### src/shared/cs_ctrl_pkg.sv
// Shared constants, field layout and types for the chip-select space timing control.
package cs_ctrl_pkg;

    // Register bus geometry.
    localparam int ADDR_W = 32;
    localparam int DATA_W = 16;
    localparam int LANES  = 2;

    // Register byte addresses.
    localparam logic [ADDR_W-1:0] SIZE_OFFSET = 32'hFFFF8620;
    localparam logic [ADDR_W-1:0] IDLE_OFFSET = 32'hFFFF8622;
    localparam logic [ADDR_W-1:0] WAIT_OFFSET = 32'hFFFF8624;

    // Reset values.
    localparam logic [DATA_W-1:0] IDLE_RESET = 16'hFFFF;
    localparam logic [DATA_W-1:0] WAIT_RESET = 16'hFFFF;
    localparam logic [3:0]        SIZE_RESET = 4'hF;

    // Field positions and widths.
    localparam int CS_COUNT      = 4;
    localparam int POST_IDLE_LSB = 8;
    localparam int POST_IDLE_W   = 2;
    localparam int BTB_LSB       = 4;
    localparam int STRETCH_LSB   = 0;
    localparam int WAIT_W        = 4;
    localparam int SIZE_LSB      = 0;

    // Idle cycles inserted between consecutive accesses to one space.
    localparam logic [POST_IDLE_W-1:0] BTB_GAP = 2'h1;

    // Phases of one external access.
    typedef enum logic [2:0] {
        PH_IDLE,
        PH_SETUP,
        PH_STROBE,
        PH_STRETCH,
        PH_GAP
    } phase_t;

endpackage

### src/shared/wait_timing_if.sv
// Handshake between the access sequencer and the wait-state timer.
`timescale 1ns/10ps
interface wait_timing_if;
    logic                         start;
    logic [cs_ctrl_pkg::WAIT_W-1:0] count;
    logic                         wait_level;
    logic                         expired;

    modport control (output start, output count, output wait_level, input expired);
    modport timer   (input start, input count, input wait_level, output expired);
endinterface

### src/core/cs_space_wait_idle_control.sv
// Chip-select space timing control: registers, access sequencer and wait handling.
`timescale 1ns/10ps
module cs_space_wait_idle_control (
    input  wire logic                           clk,
    input  wire logic                           reset,
    input  wire logic [cs_ctrl_pkg::ADDR_W-1:0] address,
    input  wire logic [cs_ctrl_pkg::DATA_W-1:0] write_data,
    input  wire logic [cs_ctrl_pkg::LANES-1:0]  write_lanes,
    input  wire logic                           write_strobe,
    input  wire logic                           read_strobe,
    output logic      [cs_ctrl_pkg::DATA_W-1:0] read_data,
    input  wire logic                           access_request,
    input  wire logic [1:0]                     access_space,
    input  wire logic                           access_write,
    output logic                                access_busy,
    output logic                                access_done,
    output logic      [cs_ctrl_pkg::CS_COUNT-1:0] select_n,
    output logic                                read_n,
    output logic                                write_n,
    output logic                                bus_width_16,
    input  wire logic                           wait_n,
    input  wire logic                           rom_enabled,
    input  wire logic                           mode_bus_width_16
);
    import cs_ctrl_pkg::*;

    typedef struct packed {
        logic [DATA_W-1:0]      idle_ctrl;
        logic [DATA_W-1:0]      wait_ctrl;
        logic [CS_COUNT-1:0]    size_bits;
        logic [DATA_W-1:0]      rdata;
        phase_t                 phase;
        logic [1:0]             cs;
        logic                   wr;
        logic [POST_IDLE_W-1:0] gap;
        logic                   pend;
        logic                   follow;
        logic [1:0]             last_cs;
        logic [CS_COUNT-1:0]    select_n;
        logic                   read_n;
        logic                   write_n;
        logic                   done;
        logic                   busy;
        logic                   width16;
        logic                   wait_s1;
        logic                   wait_s2;
        logic                   wait_s3;
        logic                   wait_level;
        logic                   strap_taken;
        logic                   rom_on;
        logic                   mode_w16;
    } ctrl_state_t;

    ctrl_state_t s;
    ctrl_state_t next_s;

    wait_timing_if tif ();

    // Merges write data into a register under the byte-lane enables.
    function automatic logic [DATA_W-1:0] merge_lanes(
        input logic [DATA_W-1:0] old_value,
        input logic [DATA_W-1:0] data,
        input logic [LANES-1:0]  lanes
    );
        logic [DATA_W-1:0] result;
        result = old_value;
        if (lanes[0])
        begin
            result[7:0] = data[7:0];
        end
        if (lanes[1])
        begin
            result[15:8] = data[15:8];
        end
        return result;
    endfunction

    // Post-access idle count of one space.
    function automatic logic [POST_IDLE_W-1:0] post_idle_of(
        input logic [DATA_W-1:0] idle_reg,
        input logic [1:0]        cs
    );
        return idle_reg[POST_IDLE_LSB + POST_IDLE_W * int'(cs) +: POST_IDLE_W];
    endfunction

    // Wait count of one space.
    function automatic logic [WAIT_W-1:0] wait_of(
        input logic [DATA_W-1:0] wait_reg,
        input logic [1:0]        cs
    );
        return wait_reg[WAIT_W * int'(cs) +: WAIT_W];
    endfunction

    // Effective bus width of one space.
    function automatic logic width_of(
        input logic [CS_COUNT-1:0] size_bits,
        input logic                rom_on,
        input logic                mode_w16,
        input logic [1:0]          cs
    );
        logic result;
        result = size_bits[cs];
        if (cs == 2'h0)
        begin
            result = rom_on ? size_bits[0] : mode_w16;
        end
        return result;
    endfunction

    // The timer loads as the setup cycle hands over to the strobe phase.
    assign tif.start      = (s.phase == PH_SETUP);
    assign tif.count      = wait_of(s.wait_ctrl, s.cs);
    assign tif.wait_level = s.wait_level;

    wait_state_timer timer (
        .clk   (clk),
        .reset (reset),
        .t     (tif)
    );

    // Next-state logic for registers, synchroniser, straps and the access sequencer.
    always_comb
    begin
        next_s      = s;
        next_s.done = 1'b0;

        // Wait pin passes three stages; a change counts once the last two agree.
        next_s.wait_s1 = ~wait_n;
        next_s.wait_s2 = s.wait_s1;
        next_s.wait_s3 = s.wait_s2;
        if (s.wait_s2 == s.wait_s3)
        begin
            next_s.wait_level = s.wait_s3;
        end

        // Straps are caught once, in the first cycle after reset is released.
        if (!s.strap_taken)
        begin
            next_s.strap_taken = 1'b1;
            next_s.rom_on      = rom_enabled;
            next_s.mode_w16    = mode_bus_width_16;
        end

        // Register writes; only the addressed register and enabled lanes change.
        if (write_strobe)
        begin
            case (address)
                SIZE_OFFSET:
                begin
                    if (write_lanes[0])
                    begin
                        next_s.size_bits = write_data[SIZE_LSB +: CS_COUNT];
                    end
                end
                IDLE_OFFSET:
                begin
                    next_s.idle_ctrl = merge_lanes(s.idle_ctrl, write_data, write_lanes);
                end
                WAIT_OFFSET:
                begin
                    next_s.wait_ctrl = merge_lanes(s.wait_ctrl, write_data, write_lanes);
                end
                default:
                begin
                    next_s.size_bits = s.size_bits;
                end
            endcase
        end

        // Read data stand only in the cycle after the strobe; unmapped reads give zero.
        next_s.rdata = '0;
        if (read_strobe)
        begin
            case (address)
                SIZE_OFFSET:
                begin
                    next_s.rdata = {12'h000, s.size_bits};
                end
                IDLE_OFFSET:
                begin
                    next_s.rdata = s.idle_ctrl;
                end
                WAIT_OFFSET:
                begin
                    next_s.rdata = s.wait_ctrl;
                end
                default:
                begin
                    next_s.rdata = '0;
                end
            endcase
        end

        // Access sequencer.
        case (s.phase)
            PH_IDLE:
            begin
                next_s.follow = 1'b0;
                if (access_request)
                begin
                    next_s.cs      = access_space;
                    next_s.wr      = access_write;
                    next_s.width16 = width_of(s.size_bits, s.rom_on, s.mode_w16,
                                              access_space);
                    if (s.follow && (access_space == s.last_cs)
                        && s.idle_ctrl[BTB_LSB + int'(access_space)])
                    begin
                        next_s.phase = PH_GAP;
                        next_s.gap   = BTB_GAP;
                        next_s.pend  = 1'b1;
                    end
                    else
                    begin
                        next_s.phase = PH_SETUP;
                    end
                end
            end
            PH_SETUP:
            begin
                next_s.phase = PH_STROBE;
            end
            PH_STROBE:
            begin
                if (tif.expired)
                begin
                    next_s.done    = 1'b1;
                    next_s.last_cs = s.cs;
                    if (s.idle_ctrl[STRETCH_LSB + int'(s.cs)])
                    begin
                        next_s.phase = PH_STRETCH;
                    end
                    else
                    begin
                        next_s.gap = post_idle_of(s.idle_ctrl, s.cs);
                        if (post_idle_of(s.idle_ctrl, s.cs) != '0)
                        begin
                            next_s.phase = PH_GAP;
                        end
                        else
                        begin
                            next_s.phase  = PH_IDLE;
                            next_s.follow = 1'b1;
                        end
                    end
                end
            end
            PH_STRETCH:
            begin
                next_s.gap = post_idle_of(s.idle_ctrl, s.cs);
                if (post_idle_of(s.idle_ctrl, s.cs) != '0)
                begin
                    next_s.phase = PH_GAP;
                end
                else
                begin
                    next_s.phase  = PH_IDLE;
                    next_s.follow = 1'b1;
                end
            end
            PH_GAP:
            begin
                if (s.gap > 2'h1)
                begin
                    next_s.gap = s.gap - 2'h1;
                end
                else if (s.pend)
                begin
                    next_s.pend  = 1'b0;
                    next_s.phase = PH_SETUP;
                end
                else
                begin
                    next_s.phase = PH_IDLE;
                end
            end
            default:
            begin
                next_s.phase = PH_IDLE;
            end
        endcase

        // Pin levels follow the phase being entered, so they leave a flip-flop.
        next_s.select_n = '1;
        if ((next_s.phase == PH_SETUP) || (next_s.phase == PH_STROBE)
            || (next_s.phase == PH_STRETCH))
        begin
            next_s.select_n[next_s.cs] = 1'b0;
        end
        next_s.read_n  = !((next_s.phase == PH_STROBE) && !next_s.wr);
        next_s.write_n = !((next_s.phase == PH_STROBE) && next_s.wr);
        next_s.busy    = (next_s.phase != PH_IDLE);
    end

    // State register with synchronous reset.
    always_ff @(posedge clk)
    begin
        if (reset)
        begin
            s <= '0;
            s.idle_ctrl <= IDLE_RESET;
            s.wait_ctrl <= WAIT_RESET;
            s.size_bits <= SIZE_RESET;
            s.phase     <= PH_IDLE;
            s.select_n  <= '1;
            s.read_n    <= 1'b1;
            s.write_n   <= 1'b1;
        end
        else
        begin
            s <= next_s;
        end
    end

    // Outputs come straight from the state register.
    assign read_data    = s.rdata;
    assign access_busy  = s.busy;
    assign access_done  = s.done;
    assign select_n     = s.select_n;
    assign read_n       = s.read_n;
    assign write_n      = s.write_n;
    assign bus_width_16 = s.width16;

endmodule

### src/core/wait_state_timer.sv
// Wait-state counter with optional external wait input extension.
`timescale 1ns/10ps
module wait_state_timer (
    input wire logic clk,
    input wire logic reset,
    wait_timing_if.timer t
);
    import cs_ctrl_pkg::*;

    typedef struct packed {
        logic              running;
        logic [WAIT_W-1:0] remain;
        logic              sample;
    } timer_state_t;

    timer_state_t s;
    timer_state_t next_s;

    // Load on start, count the wait states down, then hold while wait is asserted if the loaded count was not zero.
    always_comb
    begin
        next_s = s;
        if (t.start)
        begin
            next_s.running = 1'b1;
            next_s.remain  = t.count;
            next_s.sample  = (t.count != '0);
        end
        else if (s.running)
        begin
            if (s.remain != '0)
            begin
                next_s.remain = s.remain - 4'h1;
            end
            else if (!(s.sample && t.wait_level))
            begin
                next_s.running = 1'b0;
            end
        end
    end

    // The strobe phase may end in the cycle the count is used up and wait is clear.
    // count then sample
    assign t.expired = s.running && (s.remain == '0) && !(s.sample && t.wait_level);

    // State register.
    always_ff @(posedge clk)
    begin
        if (reset)
        begin
            s <= '0;
        end
        else
        begin
            s <= next_s;
        end
    end

endmodule

### config.mk
export PLATFORM = sky130hd
export DESIGN_NAME = cs_space_wait_idle_control
export DESIGN_NICKNAME = d
export VERILOG_FILES = /design/src/shared/cs_ctrl_pkg.sv /design/src/shared/wait_timing_if.sv /design/src/core/cs_space_wait_idle_control.sv /design/src/core/wait_state_timer.sv
export SDC_FILE = /design/constraint.sdc
export NUM_CORES = 1
export LEC_CHECK = 0
export ABC_CLOCK_PERIOD_IN_PS = 3800
export BUFFER_PORTS_ARGS = -buffer_cell sky130_fd_sc_hd__buf_2
export CAP_MARGIN = 20
export CORE_MARGIN = 2
export CORE_UTILIZATION = 45
export CTS_CLUSTER_SIZE = 30
export DETAILED_ROUTE_END_ITERATION = 7
export PLACE_DENSITY = 0.73
export SYNTH_ARGS = -nofsm -noshare
export SYNTH_HDL_FRONTEND = slang
export SYNTH_HIERARCHICAL = 1
export SYNTH_SLANG_ARGS = --single-unit
### constraint.sdc
create_clock -name clk -period 3.8 [get_ports clk]
set_input_delay 0.19 -clock clk [delete_from_list [all_inputs] [get_ports clk]]
set_output_delay 0.19 -clock clk [all_outputs]
set_load 0.01 [all_outputs]
==> results.json <==
{
  "cts_tree": "done",
  "cts.htree.levels": 3,
  "synth_area_leaders": "dfxtp_1 43%, mux2i_1 7.0%, buf_4 4.5%",
  "max_freq_ghz": 0.3610,
  "stdcell_count": 575,
  "cts_root_buffer": "clkbuf_8",
  "wirelength_um": 9158,
  "cp_num_buf_inv": 1,
  "overflow": 0,
  "yosys_warnings": 6,
  "port_buffers": 85,
  "syn2layout_area_growth_pct": 11.91,
  "path_class": "reg2reg",
  "tns_ns": 0,
  "synth_cell_types": 63,
  "synth-async-reset-ratio": 0,
  "power.density_nw_per_um2": 396.4,
  "regToRegStartpoint": "timer/s[2]$_SDFFE_PP0P_",
  "min-delay-start": "write_data[15]",
  "grt_pass1_vias": 3185,
  "rsz0062_at_grt": "false",
  "final_common_cell": "dfxtp_1",
  "final-hold-violation-count": 0,
  "ff2ff_setup_slack_ns": 1.03,
  "fp.coreArea_sq_um": 8678,
  "netlist_instances": 411,
  "antenna_found_initial": 0,
  "maxSlewViolCount": 0,
  "cp-start-kind": "flip-flop",
  "yosys_register_bits": 86,
  "ys.flop_type": "dfxtp_1",
  "clock_tree.buffer_depth": 2,
  "worstPathRequired_ns": 4.03,
  "p_leak_nw": 1.948,
  "dp_hpwl_um": 6691,
  "gr-usage-all-layers": 0.1942,
  "grt_util_met3": 0.04510,
  "avgSynthCellArea_sq_um": 9.736,
  "rows": 34,
  "die-area_sq_um": 9662,
  "clk_pin_slew_worst_paths_ns": 0.09,
  "dp.cells": 559,
  "nets": 527,
  "routed_via_density": 5.602,
  "skew_ns": 0.007985,
  "vdd_ir_drop_max_uv": 169.3,
  "syn_nets": 475,
  "top_usage_layer": "met2",
  "stdcell_area_sq_um": 4478,
  "grt_max_degree": 41,
  "max_stage_delay_ns": 0.49,
  "hold_depth": 3,
  "slew_headroom": 0.3212,
  "arrival_ns": 3.00,
  "crit_path_top_delay_cell": "or3b_1",
  "grt_pass1_wl_um": 15120,
  "dr.pass1.iters": 5,
  "crit_chain": "inv_1, ha_1, or3b_1, nor3b_1, nand2b_1, nor3b_2, a32o_1, a211oi_2, or4_1",
  "io_pins": 86,
  "cp_top_family": "simple AND/OR/NAND/NOR gates",
  "crit_fanout": 6,
  "die_x_um": 98.30,
  "grt_use_met2": 0.3061,
  "ant_nets": 0,
  "clock_latency_ns": 0.36,
  "worstMarginPinSlew_ns": 1.016,
  "hold_end": "s[63]$_SDFFE_PP1P_",
  "route.detailed.drc": 0,
  "num_antenna_cells": 0,
  "status": "complete, no violations",
  "synth_enable_flop_cells": 0,
  "wl_per_cell_um": 15.93,
  "setup_violations": 0,
  "vias": 3221,
  "start_util": 0.4611,
  "die_y_um": 98.30,
  "dpl_cell_area_sq_um": 4272,
  "use_met1": 0.2600,
  "syn_area_sq_um": 4001,
  "cts.sinks": 86,
  "period_share": 0.7289,
  "final_cell_mix": "86 x dfxtp_1, 85 x buf_2, 38 x nor2_1, 28 x mux2i_1, 28 x nand3_1",
  "setup.worst_path.end_class": "flip-flop",
  "cts_made_buffers": 9,
  "yosysTopAreaCellShare": 0.4303,
  "ff2ff_path_depth": 9,
  "place.gp.congestion": 0.8629,
  "hold_class": "in2reg",
  "yosysSeqAreaShare": 0.4303,
  "period_minus_slack_ns": 2.770,
  "maxCapViolCount": 0,
  "drive_above_1_share": 0.2869,
  "r2r-end": "select_n[3]$_SDFF_PP1_",
  "yosysTopAreaCell": "dfxtp_1",
  "drtIter0Drc": 192
}
[final cells by class]
| type | count | area [sq um] |
|---|---|---|
| Clock buffer | 10 | 137.6 |
| Clock inverter | 5 | 58.81 |
| Fill cell | 839 | 4200 |
| Inverter | 25 | 93.84 |
| Multi-Input combinational cell | 254 | 1888 |
| Sequential cell | 86 | 1722 |
| Tap cell | 108 | 135.1 |
| Timing Repair Buffer | 87 | 442.9 |
[state kept, by name, summed over array words and instances (netlist names), 2 cells and up]
signal / cells
next_s: 2
s: 52
select_n: 4
read_data: 16
timer/s: 6
[per-layer routing]
layer | share of wire | wire, um | up-vias
met2 | 0.47 | 4338 | 139
li1 | - | - | 1544
met3 | 0.072 | 655 | 14
met4 | 0.019 | 172 | 0
met1 | 0.44 | 3991 | 1524
met5 | 0 | 0 | -
[Yosys cell counts (2+ instances only)]
| library cell | instances |
|---|---|
| buf_4 | 24 |
| nand3b_1 | 3 |
| mux2i_1 | 28 |
| buf_2 | 6 |
| ha_1 | 3 |
| nand3_1 | 28 |
| a221oi_1 | 2 |
| buf_6 | 3 |
| and4bb_2 | 2 |
| a21oi_1 | 6 |
| a311oi_1 | 2 |
| nor2_1 | 38 |
| mux4_2 | 8 |
| nand2_1 | 27 |
| buf_1 | 2 |
| clkbuf_1 | 9 |
| nor2b_1 | 5 |
| mux2_2 | 5 |
| o211ai_1 | 17 |
| nand4_1 | 5 |
| or3b_1 | 2 |
| a211oi_1 | 3 |
| a22oi_1 | 16 |
| nor3b_1 | 3 |
| inv_1 | 25 |
| nand4_2 | 3 |
| o21ai_0 | 4 |
| and2_1 | 7 |
| nand2b_1 | 3 |
| dfxtp_1 | 86 |
| nor3_1 | 4 |
[metrics by stage]
step | utilization | setup WS (ns) | total power, mW | hold WS [ns]
after floorplan | - | 1.364 | 1.082 | 0.2567
after global placement | 0.4922 | 1.201 | 1.135 | 0.3439
after detailed placement | 0.4922 | 1.027 | 1.144 | 0.3487
after CTS | 0.5160 | 1.020 | 1.780 | 0.04951
after global routing | 0.5160 | 0.8332 | 1.848 | 0.06513
final | 0.5160 | 1.030 | 1.775 | 0.05120
[repair_timing]
| item | 4_1_cts | 5_1_grt |
|---|---|---|
| hold endpoints to repair | 1 | 0 |
| gates resized for setup | 0 | 0 |
| hold buffers | 1 | 0 |
| buffers inserted | 0 | 0 |
[kinds of logic (layout without fill, tap and decap cells)]
group	Yosys count	count (layout)	synth area share
flip-flops	86	86	0.4303
multiplexers	41	41	0.1291
adder cells (fa/ha/maj)	3	3	0.009382
buffers and inverters	71	127	0.09787
XOR/XNOR	1	1	0.002189
AO/OA/AOI/OAI	62	62	0.1201
AND/OR/NAND/NOR	147	147	0.2111
[worst max path at each step]
| stage | startpoint | end | slack, ns | cells after the start |
|---|---|---|---|---|
| 3_5_place_dp | timer/s[2]$_SDFFE_PP0P_ | select_n[3]$_SDFF_PP1_ | 1.03 | 9 |
| 2_1_floorplan | timer/s[2]$_SDFFE_PP0P_ | select_n[3]$_SDFF_PP1_ | 1.36 | 10 |
| 3_3_place_gp | timer/s[2]$_SDFFE_PP0P_ | select_n[3]$_SDFF_PP1_ | 1.20 | 9 |
| 6_report | timer/s[2]$_SDFFE_PP0P_ | select_n[3]$_SDFF_PP1_ | 1.03 | 9 |
| 5_1_grt | timer/s[2]$_SDFFE_PP0P_ | select_n[3]$_SDFF_PP1_ | 0.83 | 9 |
| 4_1_cts | timer/s[2]$_SDFFE_PP0P_ | select_n[3]$_SDFF_PP1_ | 1.02 | 9 |
[worst reg2reg max path, delay by kind of cell, from the launching register on]
| family | cells | cell delay [ns] |
|---|---|---|
| AOI/OAI and AO/OA | 2 | 0.31 |
| buffers and inverters | 1 | 0.13 |
| and+or+nand+nor | 5 | 1.65 |
| DFF | 1 | 0.33 |
| adders and majority gates | 1 | 0.23 |
[where the power goes]
part / internal, mW / total (mW) / switching, mW
logic: 0.0798 / 0.177 / 0.0967
clock network: 0.319 / 0.650 / 0.331
registers: 0.924 / 0.948 / 0.0245
total: 1.32 / 1.77 / 0.452
Power figures use the tool's default switching activity.
